--- src/hdl/ccdec_defs.svh ---
`ifndef CCDEC_DEFS_SVH
`define CCDEC_DEFS_SVH
// register indices (offsets 0x1c/0x1d are indices, address = 4 * index)
`define CCDEC_IDX_MAIN_STATUS 8'h00
`define CCDEC_IDX_CC_CTRL 8'h1c
`define CCDEC_IDX_CAPTION_READ_DATA 8'h1d
`define CCDEC_IDX_LINE_CFG 8'h1e
// caption_control_status fields
`define CCDEC_CTL_CC_EN 0
`define CCDEC_CTL_EDS_EN 1
`define CCDEC_CTL_IRQ_EN 2
`define CCDEC_ST_KIND 3
`define CCDEC_ST_HALF 4
`define CCDEC_ST_PERR 5
`define CCDEC_ST_DA 6
`define CCDEC_ST_OVR 7
// main_status field
`define CCDEC_MS_HALF_FULL 0
// control reset value and fixed capture lines
`define CCDEC_CTL_RESET 3'h0
`define CCDEC_CC_LINE 10'd21
`define CCDEC_EDS_LINE 10'd284
// run-in / bit timing in sample-enable ticks
`define CCDEC_RUNIN_EDGES 4'd6
`define CCDEC_BIT_TICKS 6'd32
`define CCDEC_SEARCH_TICKS 12'd1500
`endif

--- src/hdl/ccdec_pkg.sv ---
package ccdec_pkg;
  typedef enum logic [5:0] {
    CCDEC_IDLE = 6'b000001,
    CCDEC_RUNIN = 6'b000010,
    CCDEC_START = 6'b000100,
    CCDEC_BYTE = 6'b001000,
    CCDEC_STORE = 6'b010000,
    CCDEC_DONE = 6'b100000
  } ccdec_state_t;
  typedef struct packed {
    logic kind;
    logic half;
    logic [7:0] data;
  } ccdec_entry_t;
endpackage : ccdec_pkg

--- src/hdl/ccdec_fifo_if.sv ---
`timescale 1ns/100ps
`default_nettype none
interface ccdec_fifo_if;
  import ccdec_pkg::*;
  logic wr_req;
  ccdec_entry_t wr_data;
  logic rd_req;
  logic flush;
  ccdec_entry_t rd_data;
  logic empty;
  logic full;
  logic half_full;
  logic wr_dropped;
  modport owner (output wr_req, wr_data, rd_req, flush,
    input rd_data, empty, full, half_full, wr_dropped);
  modport store (input wr_req, wr_data, rd_req, flush,
    output rd_data, empty, full, half_full, wr_dropped);
endinterface : ccdec_fifo_if
`default_nettype wire

--- src/hdl/ccdec_fifo.sv ---
`timescale 1ns/100ps
`default_nettype none
module ccdec_fifo
  import ccdec_pkg::*;
#(
  parameter int DEPTH = 16
) (
  input wire logic pclk,
  input wire logic presetn,
  ccdec_fifo_if.store f
);
  localparam int AW = $clog2(DEPTH);
  initial begin
    if (DEPTH < 2 || (1 << AW) != DEPTH) $error("ccdec_fifo: DEPTH must be a power of two >= 2");
  end
  typedef struct packed {
    logic [AW:0] wp;
    logic [AW:0] rp;
    ccdec_entry_t rd_data;
  } ccdec_fifo_st_t;
  ccdec_fifo_st_t st;
  ccdec_fifo_st_t next_st;
  ccdec_entry_t mem [DEPTH];
  logic [AW:0] count;
  logic do_rd;
  logic do_wr;
  // ----------------------------------------
  // control
  // ----------------------------------------
  assign count = st.wp - st.rp;
  assign f.empty = (count == '0);
  assign f.full = (count == (AW + 1)'(DEPTH));
  assign f.half_full = (count >= (AW + 1)'(DEPTH / 2));
  assign do_rd = f.rd_req && !f.empty;
  // read priority: a write that meets a read on a full store is dropped
  assign do_wr = f.wr_req && !f.full;
  assign f.wr_dropped = f.wr_req && f.full;
  assign f.rd_data = st.rd_data;
  always_comb begin
    next_st = st;
    if (f.flush) begin
      next_st.wp = '0;
      next_st.rp = '0;
    end else begin
      if (do_wr) next_st.wp = st.wp + 1'b1;
      if (do_rd) next_st.rp = st.rp + 1'b1;
    end
    // head word registered: oldest entry, or the word being written into an empty store
    if (f.flush) next_st.rd_data = '0;
    else if (next_st.wp == next_st.rp) next_st.rd_data = '0;
    else if (next_st.rp == st.wp) next_st.rd_data = f.wr_data;
    else next_st.rd_data = mem[next_st.rp[AW-1:0]];
  end
  always_ff @(posedge pclk or negedge presetn) begin
    if (!presetn) st <= '0;
    else st <= next_st;
  end
  always_ff @(posedge pclk) begin
    if (do_wr && !f.flush) mem[st.wp[AW-1:0]] <= f.wr_data;
  end
endmodule : ccdec_fifo
`default_nettype wire

--- src/hdl/ccdec_top.sv ---
// Notes on behaviour
// - capture caption bytes on line 21, extended data on line 284.
// - decoder only looks at the separated luma sample stream.
// - caption and extended-data captures each have their own enable.
// - at target line, find run-in, then start code 001, then capture.
// - each byte is seven ASCII bits plus an odd-parity bit.
// - parity bit kept in entry; check result shown as parity-error bit.
// - sixteen entries of ten bits, eight lines of two bytes.
// - low byte first, stored only if not full; high byte next.
// - entries tagged caption/extended and low/high, readable in status.
// - data-available low when empty, high once a byte is stored.
// - half full raises interrupt pin if enabled; flag in main status.
// - oldest byte shows at once; each data read advances one entry.
// - byte arriving on full store is dropped, overflow bit set.
// - host clears overflow by reading data to free space.
// - simultaneous read and write: read has priority.
// - clearing read that meets a write leaves overflow set.
// - both enables off holds the store in reset, contents lost.
//
// Design decision made here: the APB slave port.
`timescale 1ns/100ps
`default_nettype none
`include "ccdec_defs.svh"
module ccdec_top
  import ccdec_pkg::*;
#(
  parameter int DEPTH = 16,
  parameter logic [7:0] SLICE_LEVEL = 8'h40
) (
  input wire logic pclk,
  input wire logic presetn,
  input wire logic psel,
  input wire logic penable,
  input wire logic pwrite,
  input wire logic [9:0] paddr,
  input wire logic [31:0] pwdata,
  output logic [31:0] prdata,
  output logic pready,
  output logic pslverr,
  input wire logic luma_valid,
  input wire logic [7:0] luma,
  input wire logic line_start,
  input wire logic odd_field,
  input wire logic [9:0] line_num,
  output logic caption_half_full_irq
);
  initial begin
    if (DEPTH != 16) $error("ccdec_top: tag layout assumes a 16-entry store");
  end
  typedef struct packed {
    ccdec_state_t fsm;
    logic [2:0] ctrl;
    logic [11:0] tmo;
    logic [5:0] tick;
    logic [3:0] edges;
    logic [3:0] bitn;
    logic [7:0] shreg;
    logic [2:0] startbits;
    logic last_bit;
    logic kind;
    logic half;
    logic parity_err;
    logic ovr;
    logic ovr_clr_pend;
    logic [31:0] prdata;
    logic pready;
    logic pslverr;
    logic irq;
  } ccdec_top_st_t;
  ccdec_top_st_t st;
  ccdec_top_st_t next_st;
  ccdec_fifo_if fi ();
  ccdec_fifo #(
    .DEPTH(DEPTH)
  ) u_fifo (
    .pclk(pclk),
    .presetn(presetn),
    .f(fi)
  );
  logic bit_now;
  logic setup;
  logic [7:0] idx;
  logic on_line;
  logic is_cc_line;
  logic is_eds_line;
  logic data_rd;
  logic wr_pulse;
  logic [7:0] ccs;
  assign bit_now = (luma >= SLICE_LEVEL);
  assign setup = psel && !penable;
  assign idx = paddr[9:2];
  // ----------------------------------------
  // line selection
  // ----------------------------------------
  assign is_cc_line = st.ctrl[`CCDEC_CTL_CC_EN] && odd_field && line_num == `CCDEC_CC_LINE;
  assign is_eds_line = st.ctrl[`CCDEC_CTL_EDS_EN] && !odd_field
    && line_num == `CCDEC_EDS_LINE;
  assign on_line = is_cc_line || is_eds_line;
  assign data_rd = setup && !pwrite && idx == `CCDEC_IDX_CAPTION_READ_DATA;
  assign wr_pulse = (st.fsm == CCDEC_STORE);
  // single clock: capture and host share pclk, so pointers need no crossing
  assign fi.rd_req = data_rd;
  assign fi.wr_req = wr_pulse;
  assign fi.wr_data = '{kind: st.kind, half: st.half, data: st.shreg};
  assign fi.flush = !st.ctrl[`CCDEC_CTL_CC_EN] && !st.ctrl[`CCDEC_CTL_EDS_EN];
  always_comb begin
    ccs = 8'h00;
    ccs[`CCDEC_CTL_CC_EN] = st.ctrl[`CCDEC_CTL_CC_EN];
    ccs[`CCDEC_CTL_EDS_EN] = st.ctrl[`CCDEC_CTL_EDS_EN];
    ccs[`CCDEC_CTL_IRQ_EN] = st.ctrl[`CCDEC_CTL_IRQ_EN];
    ccs[`CCDEC_ST_KIND] = fi.rd_data.kind;
    ccs[`CCDEC_ST_HALF] = fi.rd_data.half;
    ccs[`CCDEC_ST_PERR] = st.parity_err;
    ccs[`CCDEC_ST_DA] = !fi.empty;
    ccs[`CCDEC_ST_OVR] = st.ovr;
  end
  // ----------------------------------------
  // decoder and register logic
  // ----------------------------------------
  always_comb begin
    next_st = st;
    next_st.pready = 1'b0;
    next_st.pslverr = 1'b0;
    if (luma_valid) begin
      next_st.tick = st.tick + 6'd1;
    end
    case (st.fsm)
      CCDEC_IDLE: begin
        if (line_start && on_line) begin
          next_st.fsm = CCDEC_RUNIN;
          next_st.kind = is_eds_line;
          next_st.edges = '0;
          next_st.tmo = '0;
          next_st.last_bit = 1'b0;
        end
      end
      CCDEC_RUNIN: begin
        if (luma_valid) begin
          next_st.tmo = st.tmo + 12'd1;
          next_st.last_bit = bit_now;
          if (bit_now && !st.last_bit) begin
            next_st.edges = st.edges + 4'd1;
            next_st.tick = '0;
          end
          if (st.edges == `CCDEC_RUNIN_EDGES && st.tick == `CCDEC_BIT_TICKS) begin
            next_st.fsm = CCDEC_START;
            next_st.tick = '0;
            next_st.startbits = '0;
            next_st.bitn = '0;
          end else if (st.tmo == `CCDEC_SEARCH_TICKS) begin
            next_st.fsm = CCDEC_IDLE;
          end
        end
      end
      CCDEC_START: begin
        if (luma_valid && st.tick == (`CCDEC_BIT_TICKS >> 1)) begin
          next_st.startbits = {st.startbits[1:0], bit_now};
          next_st.bitn = st.bitn + 4'd1;
        end
        if (st.bitn == 4'd3) begin
          if (st.startbits == 3'b001) begin
            next_st.fsm = CCDEC_BYTE;
            next_st.half = 1'b0;
            next_st.bitn = '0;
          end else begin
            next_st.fsm = CCDEC_IDLE;
          end
        end
        if (luma_valid && st.tick == `CCDEC_BIT_TICKS - 6'd1) next_st.tick = '0;
      end
      CCDEC_BYTE: begin
        if (luma_valid && st.tick == (`CCDEC_BIT_TICKS >> 1)) begin
          // lsb first; eighth bit is the parity bit and stays in the entry
          next_st.shreg = {bit_now, st.shreg[7:1]};
          next_st.bitn = st.bitn + 4'd1;
        end
        if (luma_valid && st.tick == `CCDEC_BIT_TICKS - 6'd1) next_st.tick = '0;
        if (st.bitn == 4'd8) begin
          next_st.fsm = CCDEC_STORE;
          next_st.parity_err = !(^st.shreg);
        end
      end
      CCDEC_STORE: begin
        // low byte dropped when full; high byte still follows
        next_st.bitn = '0;
        next_st.fsm = st.half ? CCDEC_DONE : CCDEC_BYTE;
        next_st.half = 1'b1;
      end
      CCDEC_DONE: begin
        if (!on_line) next_st.fsm = CCDEC_IDLE;
      end
      default: next_st.fsm = CCDEC_IDLE;
    endcase
    if (fi.flush && st.fsm != CCDEC_IDLE) next_st.fsm = CCDEC_IDLE;
    // overflow: set wins, a clearing read that meets a write leaves it set
    if (fi.wr_dropped) begin
      next_st.ovr = 1'b1;
      next_st.ovr_clr_pend = 1'b0;
    end else if (st.ovr && data_rd && !fi.empty) begin
      if (wr_pulse) next_st.ovr_clr_pend = 1'b0;
      else next_st.ovr = 1'b0;
    end
    if (fi.flush) next_st.ovr = 1'b0;
    // host side
    if (setup) begin
      next_st.pready = 1'b1;
      next_st.prdata = '0;
      if (pwrite) begin
        case (idx)
          `CCDEC_IDX_CC_CTRL: next_st.ctrl = pwdata[2:0];
          `CCDEC_IDX_MAIN_STATUS, `CCDEC_IDX_LINE_CFG: next_st.ctrl = st.ctrl;
          default: next_st.pslverr = 1'b1;
        endcase
      end else begin
        case (idx)
          `CCDEC_IDX_MAIN_STATUS: next_st.prdata[`CCDEC_MS_HALF_FULL] = fi.half_full;
          `CCDEC_IDX_CC_CTRL: next_st.prdata[7:0] = ccs;
          `CCDEC_IDX_CAPTION_READ_DATA: next_st.prdata[7:0] = fi.rd_data.data;
          `CCDEC_IDX_LINE_CFG: next_st.prdata[9:0] = line_num;
          default: next_st.pslverr = 1'b1;
        endcase
      end
    end
    next_st.irq = fi.half_full && st.ctrl[`CCDEC_CTL_IRQ_EN];
  end
  always_ff @(posedge pclk or negedge presetn) begin
    if (!presetn) begin
      st <= '0;
      st.fsm <= CCDEC_IDLE;
      st.ctrl <= `CCDEC_CTL_RESET;
    end else begin
      st <= next_st;
    end
  end
  assign prdata = st.prdata;
  assign pready = st.pready;
  assign pslverr = st.pslverr;
  assign caption_half_full_irq = st.irq;
endmodule : ccdec_top
`default_nettype wire

--- config.mk ---
export PLATFORM = sky130hd
export DESIGN_NAME = ccdec_top
export DESIGN_NICKNAME = d
export VERILOG_FILES = /design/src/hdl/ccdec_pkg.sv /design/src/hdl/ccdec_fifo_if.sv /design/src/hdl/ccdec_fifo.sv /design/src/hdl/ccdec_top.sv
export VERILOG_INCLUDE_DIRS = /design/src /design/src/hdl
export SDC_FILE = /design/constraint.sdc
export NUM_CORES = 1
export LEC_CHECK = 0
export ABC_AREA = 1
export CORE_MARGIN = 2
export CORE_UTILIZATION = 61
export DETAILED_ROUTE_END_ITERATION = 10
export DONT_BUFFER_PORTS = 1
export GPL_ROUTABILITY_DRIVEN = 0
export PLACE_DENSITY = 0.77
export SLEW_MARGIN = 20
export SYNTH_ARGS = -nofsm -noshare
export SYNTH_HDL_FRONTEND = slang
export SYNTH_SLANG_ARGS = --single-unit
--- constraint.sdc ---
create_clock -name pclk -period 7.93 [get_ports pclk]
set_input_delay 0.3965 -clock pclk [delete_from_list [all_inputs] [get_ports pclk]]
set_output_delay 0.3965 -clock pclk [all_outputs]
set_load 0.05 [all_outputs]
### Word-level counts from Yosys, hierarchy flattened

Memory sizes are Yosys's and may differ from the RTL's.
Cells that the tools add are included.
W data, S select, Z words.

* output and inout bits: 35
* register bits: 84
* bits in writable memories: 160
* memories kept: 1
* input port bits: 68

Memories
* u_fifo.mem: words 16, bits a word 10, read ports 1, clocked after memory_dff 0, write ports 1, line ccdec_fifo.sv:23 `ccdec_entry_t mem [DEPTH];`

* $add $sub $neg: 7
* muxes and demuxes: 57
* reduce and logical (&&, ||, !) cells: 54
* $lt $le $gt $ge: 2
* eq/ne operators: 38

Operators with widths (number)
* $mux W6: 12
* $mux W10: 6
* $pmux W6 S6: 1
* $mux W4: 7
* $mux W26: 1
* $eq A8 B5 Y1 const B: 3
* $mux W12: 2
* $pmux W12 S2: 1
* $logic_and A1 B1 Y1: 21
* $pmux W7 S3: 1
* $eq A6 B5 Y1 const B: 3
* $ne A3 B3 Y1 const B: 6
* $ne A2 B2 Y1 const B: 8
* $pmux W4 S4: 1
* $add A12 B1 Y12 const B: 1
* $eq A12 B11 Y1 const B: 1
* $eq A6 B6 Y1 const B: 2
* $pmux W6 S2: 1
* $reduce_and A4 Y1: 3
* $add A5 B1 Y5 const B: 2
* $eq A10 B5 Y1 const B: 1
* $eq A10 B9 Y1 const B: 1
* $eq A5 B5 Y1: 2
* $logic_not A1 Y1: 10
* 37 further kinds: 61

### Logic depth before layout (Yosys ltp)

* depth in word-level cells: 11
* gate-level depth with buffers: 21
* mapped depth without buffers: 21

### Cells and area by module

A second synthesis with hierarchy kept.

* cell total of the unflattened synthesis: 1274
* area, all modules: 12162.9 µm²

Modules (own cells, without submodules)
* ccdec_fifo: cells each 754, area an instance 8226.6 µm², seq. area each 5305.1 µm², instances 1
* ccdec_top: cells each 520, area an instance 3936.3 µm², seq. area each 1602.8 µm², instances 1

### Worst setup path before layout

OpenSTA, ideal clock, no wires.

* path kind: register -> register
* from: register u_fifo.st[12] in the netlist's numbering
* to: memory u_fifo.mem[12][0] in the netlist's numbering (enable)
* data required time: 7554 ps
* arrival: 2149 ps
* library setup time: 376 ps
* buffers on the path: 0
* slack: 5405 ps
* cell stages (with the launch flop): 14
* cells stage by stage: dfrtp_1 > inv_1 > ha_1 > nand2_1 > clkinv_1 > nand2_1 > nand2_1 > nand2_1 > nand2_1 > nand2_1 > nand2_2 > nor2_1 > nand2_1 > nor2_1

* word-level cells in the longest chain between the ends: 7

Ends and longest elaborated chain
* start, declared: line ccdec_fifo.sv:21 `ccdec_fifo_st_t st;`
* start signal, assigned: line ccdec_fifo.sv:56 `else st <= next_st;`
* $sub A5 B5 Y5: line ccdec_fifo.sv:30 `assign count = st.wp - st.rp;`
* $eq A5 B5 Y1: line ccdec_fifo.sv:32 `assign f.full = (count == (AW + 1)'(DEPTH));`
* $logic_not A1 Y1: line ccdec_fifo.sv:36 `assign do_wr = f.wr_req && !f.full;`
* $logic_and A1 B1 Y1: line ccdec_fifo.sv:36
* $logic_and A1 B1 Y1: line ccdec_fifo.sv:59 `if (do_wr && !f.flush) mem[st.wp[AW-1:0]] <= f.wr_data;`
* $mux W1: line ccdec_fifo.sv:59
* $mux W1 (implied by the code): line ccdec_fifo.sv:59
* end, declared: line ccdec_fifo.sv:23

No other way between the ends.

==> flow_summary.json <==
{
  "status": "finished, final reports clean",
  "fin_skew_ns": 0.0105,
  "setup_viol": 0,
  "intPower_uw": 2100,
  "vias": 8778,
  "p_sw_share_pct": 23.9,
  "p_switching_uw": 660,
  "maxCapViolCount": 0,
  "wl_per_cell_um": 19.0,
  "critPathKind": "reg2reg",
  "arrival_ns": 5.48,
  "viasPerCell": 6.07,
  "grt_pass1_wl_mm": 43.2,
  "synth_warnings": 0,
  "dp_hpwl_mm": 16.8,
  "drv_slew": 0,
  "ys_seq_elements": 244,
  "antenna_found_initial": 0,
  "io_buffers": 0,
  "critPathRequiredTime_ns": 8.36,
  "critPathCaptureType": "flip-flop",
  "antenna_left": 0,
  "clkLatencyLatePin_ns": 0.52,
  "peakVddDrop_v": 0.000189,
  "min_period_over_period_pct": 63.7,
  "dieArea_sq_um": 20500,
  "p_per_area_nw_per_um2": 219,
  "path_buf_inv": 3,
  "dieHeight_um": 143,
  "syn_inst": 1195,
  "die_w_um": 143,
  "slowest_delay_ns": 0.73,
  "synth_ff_type": "edfxtp_1",
  "p_leak_uw": 0.00505,
  "gr-total-overflow": 0,
  "slew_headroom_pct": 27.6,
  "cpLargestDelayFamily": "simple AND/OR/NAND/NOR gates",
  "ys_types": 51,
  "syn_area_sq_um": 11800,
  "drt-total-wl_mm": 27.4,
  "seqPwrFrac_pct": 51.2,
  "cts_tree": "done",
  "layout-drive-gt1-share_pct": 5.99,
  "num_rows": 50,
  "area_delta_synth_final_pct": 6.62,
  "io_pins": 103,
  "yosysSeqAreaShare_pct": 58.4,
  "grt_max_degree": 85,
  "dr.pass1.iters": 6,
  "clock_power_share_pct": 40.3,
  "critPathLaunchType": "flip-flop",
  "grtUsageTotal_pct": 27.1,
  "root_buffer": "clkbuf_16",
  "numCtsBuffers": 25,
  "rsz0062_at_grt": "false",
  "crit_fanout": 81,
  "path_common_cell": "nand2_1",
  "clock.fmax_mhz": 198,
  "postSynthAreaPerCell_sq_um": 9.90,
  "drcViolationCount": 0,
  "min_path_type": "in2reg",
  "ctsResizeCount": 0,
  "slowest_stage": "nand3_2",
  "fin_crit_ns": 5.05,
  "cts.htree.levels": 1,
  "path_cells": "inv_1 > ha_1 > inv_1 > nand2_1 > nand2_1 > nand2_1 > nand2_1 > nand2_1 > nand2_2 > nand2_4 > nand2_4 > nand2_4 > nand3_2 > buf_4 > xor2_1 > nor2_1 > nand3_1 > a21oi_1",
  "synth_edf_count": 160,
  "cts.sink_count": 244,
  "core_sq_um": 18900,
  "clkTransAtPathRegs_ns": 0.06,
  "drtIter0Drc": 885,
  "first_global_vias": 8257,
  "fin_tns_setup_ns": 0,
  "finalHoldViolCount": 0,
  "start_util_pct": 62.6,
  "final_nets": 1254,
  "worst_pin_slew_ns": 1.08,
  "comb_power_share_pct": 8.5,
  "cts_buffer_depth": 3,
  "async_reset_ff_share_pct": 34.4,
  "hold_slack_ns": 0.00973,
  "antenna_cells": 0,
  "nFillCells": 1440
}
## layout by cell type (no fill, tap or decap), types with 10 or more instances in the layout
cell | Yosys | final
a21oi_1 | 25 | 25
clkbuf_1 | 28 | 10
clkbuf_16 | 0 | 25
conb_1 | 1 | 22
dfrtp_1 | 83 | 83
edfxtp_1 | 160 | 160
ha_1 | 18 | 18
inv_1 | 93 | 93
inv_2 | 10 | 10
nand2_1 | 217 | 217
nand3_1 | 183 | 183
nand4_1 | 95 | 95
nor2_1 | 72 | 72
nor3_1 | 14 | 14
o21ai_0 | 37 | 37
xnor2_1 | 10 | 10
xor2_1 | 14 | 14
## registers in the layout, indices dropped and copies added, names as in the netlist
register	count
ccs	5
pready	1
fi.wr_data	10
caption_half_full_irq	1
pslverr	1
u_fifo.mem	160
prdata	10
u_fifo.st	10
st	36
u_fifo.f.rd_data	10
## final cells by class
type / count / area (sq um) / share of cell area (%)
inverter: 104 / 390 / 3.09
clock buffer: 39 / 718 / 5.69
sequential: 244 / 6910 / 54.7
multi-input combinational: 783 / 4120 / 32.7
timing repair buffer: 10 / 103 / 0.813
clock inverter: 6 / 53.8 / 0.426
tap: 260 / 325 / 2.58
## synth_stat cells (all sizes together) (16+ instances only)
master  instances  area, sq um
buf            57          390
o21ai          44          220
dfrtp          83         2080
inv           103          387
a21oi          25          125
nand3         189          991
ha             18          225
nand2         224          873
nor2           74          297
clkbuf         28          105
nor3           16         90.1
nand4          95          594
edfxtp        160         4800
## metal layers
layer | share of wire (%) | track usage, % | up-vias
met4 | 2.6 | 7.89 | 0
li1 | - | - | 4110
met2 | 48 | 43.7 | 398
met1 | 41 | 39.3 | 4221
met3 | 8.0 | 3.47 | 49
met5 | 0 | 0 | -
## worst paths after layout
kind / from / endpoint / slack [ns] / cells after the start
worst min-delay path: pwdata[2] / ccs[2] / 0.01 / 1
worst max register to register: u_fifo.st[15] / u_fifo.f.rd_data[6] / 2.88 / 18
worst min register to register: st[40] / st[40] / 0.50 / 2
min in group asynchronous: presetn / prdata[8] / 0.47 / 2
max in group asynchronous: presetn / st[81] / 7.10 / 2
worst max-delay path: u_fifo.st[15] / u_fifo.f.rd_data[6] / 2.88 / 18
## worst reg2reg max path: cells and delay by family, from the launching register on
| kind | cells | cell delay [ns] |
|---|---|---|
| compound gates | 1 | 0.29 |
| xor+xnor | 1 | 0.17 |
| fa+ha+maj | 1 | 0.20 |
| buf+inv | 3 | 0.74 |
| flops | 1 | 0.44 |
| simple gates | 12 | 3.14 |
## power by group through the flow
stage                     Clock, uW  Sequential, uW  Combinational, uW
after floorplan                   0            1430                189
after global placement            0            1440                216
after detailed placement          0            1440                222
after CTS                      1120            1410                235
after global routing           1170            1420                270
final                          1110            1410                236
## timing repair
item,CTS,global route
hold buffers,4,0
buffers inserted,0,0
endpoints found under the hold margin,86,0
## through the flow
step | setup WS (ns) | utilization (%) | total power (uW) | cells | instance area [sq um]
global route | 2.38 | 66.8 | 2850 | 1446 | 12600
global placement | 3.08 | 62.4 | 1650 | 1397 | 11800
detailed placement | 3.00 | 62.4 | 1660 | 1397 | 11800
CTS | 2.98 | 66.8 | 2760 | 1446 | 12600
floorplan | 5.40 | - | 1620 | 1216 | 11900
finish | 2.88 | 66.8 | 2760 | 1446 | 12600
## kinds of logic after synthesis
| group | share of synthesized area [%] |
|---|---|
| XOR/XNOR | 1.91 |
| flip-flops | 58.4 |
| AND/OR/NAND/NOR | 24.9 |
| multiplexers | 0.285 |
| AO/OA/AOI/OAI | 5.15 |
| buffers and inverters | 7.48 |
| other | 0.0317 |
| adder cells (fa/ha/maj) | 1.90 |
Power figures use the tool's default switching activity.
